`src/design/wdt_map.vh`:
```
/*
 * Constants for the window watchdog and wake-up control: mode and
 * watchdog state codes, window lengths in oscillator periods and
 * wake and trigger filter times.
 * Assumes the including module runs on a 25 MHz mclk.
 */
`ifndef WDT_MAP_VH
`define WDT_MAP_VH

// mclk period
`define CLK_PER_NS 40

// operating modes
`define MODE_PRE 2'h0
`define MODE_NORMAL 2'h1
`define MODE_SILENT 2'h2
`define MODE_SLEEP 2'h3

// watchdog sequence states
`define WD_OFF 3'h0
`define WD_POR 3'h1
`define WD_LEAD 3'h2
`define WD_CLOSED 3'h3
`define WD_OPEN 3'h4
`define WD_RST 3'h5

// watchdog intervals in oscillator periods
`define LEAD_PER 12'hF52
`define CLOSED_PER 12'h320
`define OPEN_PER 12'h348
`define NRES_PER 12'h09D

// trigger pulse must last longer than this
`define TRIG_MIN_NS 3000
`define TRIG_CYC (`TRIG_MIN_NS / `CLK_PER_NS + 1)

// wake filter times, in microseconds
`define BUS_WAKE_US 100
`define BUS_WAKE_CYC ((`BUS_WAKE_US * 1000) / `CLK_PER_NS)
`define LOCAL_WAKE_US 50
`define LOCAL_WAKE_CYC ((`LOCAL_WAKE_US * 1000) / `CLK_PER_NS)

// long times, in microseconds; their counts are top parameters
`define POR_US 10000
`define SHORT_US 4000
`define OPEN_US 7000

`endif

```
`src/design/pin_sync.v`:
```
/*
 * Three-stage synchroniser for a group of asynchronous pin levels.
 * Assumes its inputs come from outside the mclk domain; the output
 * only moves once the second and third stages agree.
 */
`timescale 1ns/1ns
`default_nettype none

module pin_sync #(
   parameter WIDTH = 1
) (
   input wire mclk, // system clock
   input wire rst, // async reset, active high
   input wire [WIDTH-1:0] pin_in, // raw pin levels
   input wire [WIDTH-1:0] rst_val, // idle level for the caller; reset loads zeros
   output reg [WIDTH-1:0] level_q // filtered, synchronous levels
);

   reg [WIDTH-1:0] s1_q;
   reg [WIDTH-1:0] s2_q;
   reg [WIDTH-1:0] s3_q;
   integer i;

   // stage one is read only by stage two
   always @(posedge mclk or posedge rst) begin
      if (rst) begin
         s1_q <= {WIDTH{1'b0}};
         s2_q <= {WIDTH{1'b0}};
         s3_q <= {WIDTH{1'b0}};
      end else begin
         s1_q <= pin_in;
         s2_q <= s1_q;
         s3_q <= s2_q;
      end
   end

   // level follows only on agreement, which hides one-stage upsets
   always @(posedge mclk or posedge rst) begin
      if (rst) begin
         level_q <= {WIDTH{1'b0}};
      end else begin
         for (i = 0; i < WIDTH; i = i + 1) begin
            if (s2_q[i] == s3_q[i]) begin
               level_q[i] <= s3_q[i];
            end
         end
      end
   end

   // rst_val only names the safe idle state for the caller
   wire unused_rst_val = |rst_val;

endmodule

`default_nettype wire

```
`src/design/window_watchdog_wake_control.v`:
```
/*
 * Window watchdog, mode control and wake-up logic of a LIN system
 * basis chip. Oscillator periods arrive as a square wave from the
 * resistor-set oscillator; all pins are asynchronous to mclk.
 * Assumes the host drives mode select, transmit and both triggers.
 */
`timescale 1ns/1ns
`default_nettype none
`include "wdt_map.vh"

// Behaviour
// - bus wake from sleep/silent enters pre-normal
// - remote wake: receive low, transmit driven high
// - local switch low held wakes to pre-normal
// - local wake: receive low, transmit driven low
// - mode select high clears both wake flags
// - mid-level bus counts as local wake
// - missing valid trigger asserts reset output
// - triggers of 3 us or less are ignored
// - watchdog off in silent and sleep
// - lead time 3922 periods after reset release
// - closed 800, open 840 oscillator periods
// - no trigger in lead: 157-period reset
// - trigger in lead starts closed window
// - trigger in open window restarts closed window
// - open window expiry pulls reset low
// - trigger in closed window resets at once
// - every reset restarts with lead time
// - power-up or sleep wake holds reset 10 ms
// - silent wake starts lead with receive low
// - resistor short 4 ms, open 7 ms reset
// - undervoltage resets, forces pre-normal, regulator on
// - debug strap high disables the watchdog
// - pre-normal until mode select goes high
// - select falling with transmit high gives silent
// - select falling with transmit low gives sleep
module window_watchdog_wake_control #(
   parameter POR_CYC = (`POR_US * 1000) / `CLK_PER_NS,
   parameter SHORT_CYC = (`SHORT_US * 1000) / `CLK_PER_NS,
   parameter OPEN_CYC = (`OPEN_US * 1000) / `CLK_PER_NS
) (
   input wire mclk, // system clock, 25 MHz
   input wire rst, // supply reset, async, active high
   input wire mode_select_in, // host mode select pin
   input wire transmit_input, // transmit pin, host side level
   input wire trigger_fall_in, // falling-edge trigger pin
   input wire trigger_rise_in, // rising-edge trigger pin
   input wire bus_dominant_in, // bus comparator, high = dominant
   input wire bus_mid_in, // bus between 0.6 supply and supply-3.3V
   input wire local_switch_in, // local wake pin, low = active
   input wire osc_clk_in, // watchdog oscillator square wave
   input wire debug_strap_in, // high switches watchdog off
   input wire res_short_in, // timing_resistor_pin shorted to ground
   input wire res_open_in, // timing_resistor_pin left open
   input wire undervolt_in, // regulator undervoltage detector
   output reg receive_output, // receive pin level
   output reg transmit_out, // wake source on transmit pin
   output reg transmit_oe, // high while device drives transmit pin
   output reg reset_out_n, // reset to host, active low
   output reg regulator_on, // regulator enable
   output reg termination_on, // slave termination enable
   output reg transceiver_on, // transmit path enable
   output reg osc_enable, // watchdog oscillator enable
   output reg [1:0] mode_q // current operating mode
);

   localparam [15:0] TRIG_CYC = `TRIG_CYC;
   localparam [15:0] BUS_CYC = `BUS_WAKE_CYC;
   localparam [15:0] LOC_CYC = `LOCAL_WAKE_CYC;
   localparam [17:0] POR_LAST = POR_CYC - 1;
   localparam [17:0] SHORT_LAST = SHORT_CYC - 1;
   localparam [17:0] OPEN_LAST = OPEN_CYC - 1;

   // saturating hold timer: starts at an edge, runs while level holds
   function [15:0] held;
      input [15:0] cnt;
      input start;
      input level;
      begin
         if (start) begin
            held = 16'h0001;
         end else if (cnt != 16'h0000 && level) begin
            held = (cnt == 16'hFFFF) ? cnt : cnt + 16'h0001;
         end else begin
            held = 16'h0000;
         end
      end
   endfunction

   // fault timer: counts while the fault stands, wraps to repeat
   function [17:0] fault_next;
      input [17:0] cnt;
      input level;
      input [17:0] last;
      begin
         if (!level || cnt == last) begin
            fault_next = 18'h00000;
         end else begin
            fault_next = cnt + 18'h00001;
         end
      end
   endfunction

   wire [11:0] sync_q;
   wire en_s = sync_q[0];
   wire txd_s = sync_q[1];
   wire tfall_s = sync_q[2];
   wire trise_s = sync_q[3];
   wire dom_s = sync_q[4];
   wire mid_s = sync_q[5];
   wire wake_s = sync_q[6];
   wire osc_s = sync_q[7];
   wire dbg_s = sync_q[8];
   wire short_s = sync_q[9];
   wire open_s = sync_q[10];
   wire uv_s = sync_q[11];

   pin_sync #(
      .WIDTH(12)
   ) u_sync (
      .mclk(mclk),
      .rst(rst),
      .pin_in({undervolt_in, res_open_in, res_short_in, debug_strap_in,
               osc_clk_in, local_switch_in, bus_mid_in, bus_dominant_in,
               trigger_rise_in, trigger_fall_in, transmit_input,
               mode_select_in}),
      .rst_val(12'h000),
      .level_q(sync_q)
   );

   reg [11:0] prev_q;
   reg [15:0] bus_cnt_q, loc_cnt_q, mid_cnt_q, fall_cnt_q, rise_cnt_q;
   reg [17:0] por_cnt_q, short_cnt_q, open_cnt_q;
   reg [11:0] osc_cnt_q;
   reg [2:0] wd_q;
   reg [2:0] wd_d;
   reg [1:0] mode_d;
   reg wake_req_q, wake_src_q;

   // edges of the synchronised levels
   wire en_fall = prev_q[0] & ~en_s;
   wire tfall_edge = prev_q[2] & ~tfall_s;
   wire trise_edge = ~prev_q[3] & trise_s;
   wire dom_edge = ~prev_q[4] & dom_s;
   wire mid_edge = ~prev_q[5] & mid_s;
   wire wake_edge = prev_q[6] & ~wake_s;
   wire osc_tick = ~prev_q[7] & osc_s;

   wire asleep = (mode_q == `MODE_SLEEP) || (mode_q == `MODE_SILENT);
   wire remote_wake = asleep && (bus_cnt_q == BUS_CYC);
   wire local_wake = asleep && ((loc_cnt_q == LOC_CYC) ||
                                (mid_cnt_q == LOC_CYC));
   wire any_wake = remote_wake | local_wake;
   // only a pulse that outlasts the glitch filter counts
   wire trig = (fall_cnt_q == TRIG_CYC) || (rise_cnt_q == TRIG_CYC);
   wire fault = (short_cnt_q == SHORT_LAST) ||
                (open_cnt_q == OPEN_LAST);
   wire uv_hit = uv_s && (mode_q != `MODE_SLEEP);
   wire wd_en = ~dbg_s && !asleep;

   // edge history and filter timers
   always @(posedge mclk or posedge rst) begin
      if (rst) begin
         prev_q <= 12'h000;
         bus_cnt_q <= 16'h0000;
         loc_cnt_q <= 16'h0000;
         mid_cnt_q <= 16'h0000;
         fall_cnt_q <= 16'h0000;
         rise_cnt_q <= 16'h0000;
         short_cnt_q <= 18'h00000;
         open_cnt_q <= 18'h00000;
      end else begin
         prev_q <= sync_q;
         bus_cnt_q <= held(bus_cnt_q, dom_edge, dom_s);
         loc_cnt_q <= held(loc_cnt_q, wake_edge, ~wake_s);
         mid_cnt_q <= held(mid_cnt_q, mid_edge, mid_s);
         fall_cnt_q <= held(fall_cnt_q, tfall_edge, ~tfall_s);
         rise_cnt_q <= held(rise_cnt_q, trise_edge, trise_s);
         short_cnt_q <= fault_next(short_cnt_q, short_s, SHORT_LAST);
         open_cnt_q <= fault_next(open_cnt_q, open_s, OPEN_LAST);
      end
   end

   // mode selection; no change while the power-on reset runs
   always @* begin
      mode_d = mode_q;
      case (mode_q)
         `MODE_PRE: begin
            if (en_s && wd_q != `WD_POR) begin
               mode_d = `MODE_NORMAL;
            end
         end
         `MODE_NORMAL: begin
            if (uv_hit) begin
               mode_d = `MODE_PRE;
            end else if (en_fall) begin
               mode_d = txd_s ? `MODE_SILENT : `MODE_SLEEP;
            end
         end
         `MODE_SILENT: begin
            if (uv_hit || any_wake) begin
               mode_d = `MODE_PRE;
            end else if (en_s) begin
               mode_d = `MODE_NORMAL;
            end
         end
         `MODE_SLEEP: begin
            if (any_wake) begin
               mode_d = `MODE_PRE;
            end
         end
         default: begin
            mode_d = `MODE_PRE;
         end
      endcase
   end

   // watchdog sequence; window counts advance on oscillator periods, the power-on count on mclk cycles
   always @* begin
      wd_d = wd_q;
      if ((mode_q == `MODE_SLEEP && any_wake) || uv_hit) begin
         wd_d = `WD_POR;
      end else if (fault) begin
         wd_d = `WD_RST;
      end else begin
         case (wd_q)
            `WD_OFF: begin
               if (wd_en) begin
                  wd_d = `WD_LEAD;
               end
            end
            `WD_POR: begin
               if (por_cnt_q == POR_LAST) begin
                  wd_d = wd_en ? `WD_LEAD : `WD_OFF;
               end
            end
            `WD_LEAD: begin
               if (!wd_en) begin
                  wd_d = `WD_OFF;
               end else if (trig) begin
                  wd_d = `WD_CLOSED;
               end else if (osc_tick && osc_cnt_q == `LEAD_PER - 1) begin
                  wd_d = `WD_RST;
               end
            end
            `WD_CLOSED: begin
               if (!wd_en) begin
                  wd_d = `WD_OFF;
               end else if (trig) begin
                  wd_d = `WD_RST;
               end else if (osc_tick && osc_cnt_q == `CLOSED_PER - 1) begin
                  wd_d = `WD_OPEN;
               end
            end
            `WD_OPEN: begin
               if (!wd_en) begin
                  wd_d = `WD_OFF;
               end else if (trig) begin
                  wd_d = `WD_CLOSED;
               end else if (osc_tick && osc_cnt_q == `OPEN_PER - 1) begin
                  wd_d = `WD_RST;
               end
            end
            `WD_RST: begin
               if (osc_tick && osc_cnt_q == `NRES_PER - 1) begin
                  wd_d = wd_en ? `WD_LEAD : `WD_OFF;
               end
            end
            default: begin
               wd_d = `WD_OFF;
            end
         endcase
      end
   end

   // state registers and interval counters
   always @(posedge mclk or posedge rst) begin
      if (rst) begin
         mode_q <= `MODE_PRE;
         wd_q <= `WD_POR;
         osc_cnt_q <= 12'h000;
         por_cnt_q <= 18'h00000;
      end else begin
         mode_q <= mode_d;
         wd_q <= wd_d;
         if (wd_d != wd_q || uv_hit) begin
            osc_cnt_q <= 12'h000;
            por_cnt_q <= 18'h00000;
         end else begin
            if (osc_tick) begin
               osc_cnt_q <= osc_cnt_q + 12'h001;
            end
            por_cnt_q <= por_cnt_q + 18'h00001;
         end
      end
   end

   // wake flags; a new wake wins over a clear in the same cycle
   always @(posedge mclk or posedge rst) begin
      if (rst) begin
         wake_req_q <= 1'b0;
         wake_src_q <= 1'b0;
      end else if (any_wake) begin
         wake_req_q <= 1'b1;
         wake_src_q <= remote_wake;
      end else if (en_s) begin
         wake_req_q <= 1'b0;
         wake_src_q <= 1'b0;
      end
   end

   // pin and enable outputs, all registered from next-state values
   always @(posedge mclk or posedge rst) begin
      if (rst) begin
         receive_output <= 1'b1;
         transmit_out <= 1'b0;
         transmit_oe <= 1'b0;
         reset_out_n <= 1'b0;
         regulator_on <= 1'b1;
         termination_on <= 1'b1;
         transceiver_on <= 1'b0;
         osc_enable <= 1'b1;
      end else begin
         if (mode_d == `MODE_NORMAL) begin
            receive_output <= ~dom_s;
         end else if (mode_d == `MODE_SLEEP || any_wake) begin
            receive_output <= 1'b0;
         end else begin
            receive_output <= ~wake_req_q;
         end
         // source is shown only while pre-normal holds a request
         transmit_out <= any_wake ? remote_wake : wake_src_q;
         transmit_oe <= (mode_d == `MODE_PRE) &&
                        (any_wake || (wake_req_q && !en_s));
         reset_out_n <= !(wd_d == `WD_POR || wd_d == `WD_RST ||
                          mode_d == `MODE_SLEEP);
         regulator_on <= (mode_d != `MODE_SLEEP);
         termination_on <= (mode_d == `MODE_PRE) ||
                           (mode_d == `MODE_NORMAL);
         transceiver_on <= (mode_d == `MODE_NORMAL);
         osc_enable <= (mode_d == `MODE_PRE) ||
                       (mode_d == `MODE_NORMAL);
      end
   end

endmodule

`default_nettype wire

```
`config.mk`:
```
export PLATFORM = sky130hd
export DESIGN_NAME = window_watchdog_wake_control
export DESIGN_NICKNAME = d
export VERILOG_FILES = /design/src/design/pin_sync.v /design/src/design/window_watchdog_wake_control.v
export VERILOG_INCLUDE_DIRS = /design/src /design/src/design
export SDC_FILE = /design/constraint.sdc
export NUM_CORES = 1
export LEC_CHECK = 0
export ABC_AREA = 1
export BUFFER_PORTS_ARGS = -buffer_cell sky130_fd_sc_hd__buf_2
export CORE_UTILIZATION = 40
export CTS_CLUSTER_DIAMETER = 150
export DETAILED_ROUTE_END_ITERATION = 10
export GPL_TIMING_DRIVEN = 1
export HOLD_SLACK_MARGIN = 0.08
export PLACE_DENSITY = 0.57
export SETUP_SLACK_MARGIN = 0.2
export SYNTH_ARGS = -nofsm -noshare
export SYNTH_HDL_FRONTEND = slang
export SYNTH_SLANG_ARGS = --single-unit
```
`constraint.sdc`:
```
create_clock -name mclk -period 9.26 [get_ports mclk]
set_input_delay 1.852 -clock mclk [delete_from_list [all_inputs] [get_ports mclk]]
set_output_delay 1.852 -clock mclk [all_outputs]
set_load 0.02 [all_outputs]
```
==> flow_summary.json <==
{
  "cts_buffers": 26,
  "die_x_um": 165,
  "clk_latency_ps": 520,
  "rsz0062_at_grt": "no",
  "worstPathRequired_ps": 7410,
  "vdd_drop_max_mv": 0.152,
  "drt-total-wl_mm": 20.6,
  "synth.area.top_cells": "dfrtp_1, inv_1, nand2_1",
  "clkPwrFrac_pct": 50.4,
  "drive_gt1_share_pct": 11.2,
  "drtAntennaViolNets": 0,
  "fin_crit_sh_pct": 34.5,
  "max_freq_mhz": 313,
  "synthFlopType": "dfrtp_1",
  "final-setup-viol-count": 0,
  "p_switching_uw": 507,
  "gr-usage-all-layers_pct": 16.2,
  "grt_max_degree": 133,
  "ys_seq_elements": 215,
  "hold_slack_ps": 341,
  "worstMarginPinSlew_ps": 1030,
  "worstPathCellList": "buf_2",
  "clk_root_buffer_cell": "clkbuf_16",
  "antenna_found_initial": 0,
  "async_flop_share_pct": 100,
  "finalInstanceArea_um2": 12100,
  "fin_crit_ps": 3200,
  "syn_inst": 1257,
  "cts_resized": 0,
  "crit_family": "flip-flops",
  "htreeDepth": 1,
  "critical_path_class": "reg2out",
  "syn_to_final_growth_pct": 13.6,
  "clk_path_buf_depth": 3,
  "internal_power_uw": 1720,
  "swShare_pct": 22.8,
  "critPathMaxFanout": 8,
  "slew_violations": 0,
  "cpMaxStageDelayCell": "dfrtp_1",
  "io_pins": 24,
  "syn_area_um2": 10600,
  "via_per_inst": 4.89,
  "drt-pass1-iter-count": 5,
  "p_seq_share_pct": 44.5,
  "floorplan.initialDensity_pct": 40.7,
  "syn_nets": 1289,
  "cts_sinks": 215,
  "finalHoldViolCount": 0,
  "drv_cap": 0,
  "cp_num_buf_inv": 1,
  "tns_ps": 0,
  "yosys_warnings": 0,
  "grt_pass1_vias": 7750,
  "fin_nets": 1330,
  "hold_buffers": 0,
  "gp_congestion": 0.873,
  "hpwl_mm": 14.2,
  "hp-class": "reg2reg",
  "wire_per_inst_um": 12.5,
  "grt_overflow_total": 0,
  "yosysTopAreaCellShare_pct": 49.8,
  "yosys.cell_count.top_type": "dfrtp_1",
  "crit_path_start_kind": "flip-flop",
  "cts_tree": "built",
  "cpPeakStageDelay_ps": 580,
  "synth_seq_area_share_pct": 50.8,
  "worstSetupEndpointType": "output pin",
  "clk_pin_slew_worst_paths_ps": 60,
  "power_density_nw_per_um2": 185,
  "grt_pass1_wl_mm": 36.5,
  "die_area_um2": 27200,
  "post_cts_buffers": 0,
  "status": "completed",
  "relSlewSlack_pct": 31.6,
  "synthTopCellsByCount": "dfrtp_1, inv_1, nand2_1",
  "p_comb_share_pct": 5.1,
  "cp.arrival_ps": 1350,
  "synth_edf_count": 0,
  "place_area_um2": 11100,
  "ys_types": 51,
  "routed-via-count": 8078,
  "port-buffer-count": 23,
  "synth.largest_area_cell": "dfrtp_1",
  "n_antenna_cell": 0,
  "core-area_um2": 26100,
  "die_h_um": 165,
  "first_iter_violations": 444,
  "p_leak_uw": 0.00531,
  "fp-row-count": 59,
  "clock_skew_ps": 11.6,
  "drc_errors": 0,
  "synth.avg_cell_area_um2": 8.44
}
layout by cell type, fill, tap and decap left out, types with 3 or more instances in the layout:
cell        synthesis  routed
dfrtp_1           211     211
inv_1             205     204
nand2_1           182     182
nor2_1            168     168
nand3_1            70      70
nor3_1             67      67
a21oi_1            54      54
o21ai_0            53      53
nor2_2             38      38
nand4_1            33      33
clkbuf_16           0      27
buf_2               0      23
xor2_1             20      20
ha_1               18      18
a31oi_1            16      16
a211oi_1           12      12
maj3_1             12      12
nand2_2             9       9
o21a_1              8       8
nor4_1              6       6
nor3b_1             6       6
xnor2_1             6       6
clkinvlp_4          0       6
bufinv_16           0       6
inv_2               5       5
nor3_2              5       5
o31ai_1             5       5
clkinv_2            0       4
dfstp_2             4       4
o21bai_1            3       3
nor4_2              3       3
worst register-to-register path: stages, from the launching register on:
cell and delay (ps):
dfrtp_1 390, inv_1 90, ha_1 200, inv_1 50, nor2_1 30, nand2_1 50
nor2_1 40, nand2_1 80, nand2_1 90, nand2_2 130, nand3_4 110, nand2_4 100
nand2_1 70, nor2_1 220, nand2_2 70, nand2_2 60, nor2_2 40, nand2_2 680
nor2_2 50
metrics by stage:
step	instances	power (uW)	setup slack (ps)	util, %
after floorplan	1257	1090	1540	-
after global placement	1605	1120	5440	42.5
after detailed placement	1605	1120	5440	42.5
after CTS	1653	2270	6000	46.3
after global routing	1653	2320	5760	46.3
final	1653	2230	6060	46.3
power by group through the flow:
stage,Clock (uW),Sequential (uW),Combinational [uW]
2_1_floorplan,0,1000,93.0
3_3_place_gp,0,1010,115
3_5_place_dp,0,1010,117
4_1_cts,1160,991,118
5_1_grt,1190,995,135
6_report,1120,991,114
cell type report:
| class | count | area [um2] |
|---|---|---|
| multi-input cells | 821 | 4360 |
| fillers | 2510 | 14000 |
| well taps | 335 | 419 |
| clock buffers | 30 | 707 |
| repair buffers | 24 | 123 |
| inverters | 210 | 796 |
| flip-flops and latches | 215 | 5390 |
| clock inverters | 18 | 263 |
registers in the layout (all words and copies together) (netlist names), 2 cells and up:
name and cells:
open_cnt_q 18, por_cnt_q 18, short_cnt_q 18, bus_cnt_q 16, fall_cnt_q 16, loc_cnt_q 16, mid_cnt_q 16, rise_cnt_q 16
osc_cnt_q 12, u_sync.level_q 12, u_sync.s1_q 12, u_sync.s2_q 12, u_sync.s3_q 12, prev_q 7, wd_q 3, mode_q 2
path summary, 6_finish.rpt:
| path | startpoint | endpoint | slack, ps | cells past startpoint |
|---|---|---|---|---|
| setup / recovery | mode_q[1] | mode_q[1] | 6060 | 1 |
| hold / removal | u_sync.s1_q[3] | u_sync.s2_q[3] | 340 | 0 |
| setup reg to reg | mid_cnt_q[0] | por_cnt_q[7] | 6570 | 18 |
| hold reg to reg | u_sync.s1_q[3] | u_sync.s2_q[3] | 340 | 0 |
| max in group asynchronous | rst | u_sync.level_q[11] | 6160 | 3 |
| min in group asynchronous | rst | u_sync.s1_q[2] | 1510 | 2 |
logic make-up after synthesis:
family | after synthesis | synth area share [%]
flip-flops | 215 | 50.8
XOR/XNOR | 26 | 2.15
adder cells (fa/ha/maj) | 30 | 3.26
AO/OA/AOI/OAI | 165 | 9.15
AND/OR/NAND/NOR | 600 | 26.5
buffers and inverters | 221 | 8.14
per-layer routing:
metal	GRT usage, %	up-vias	share of wire (%)
met4	4.75	0	2.4
li1	-	4180	-
met1	23.3	3759	50
met5	0	-	0
met3	2.46	35	3.6
met2	25.2	104	44
(Power assumes the default switching activity.)
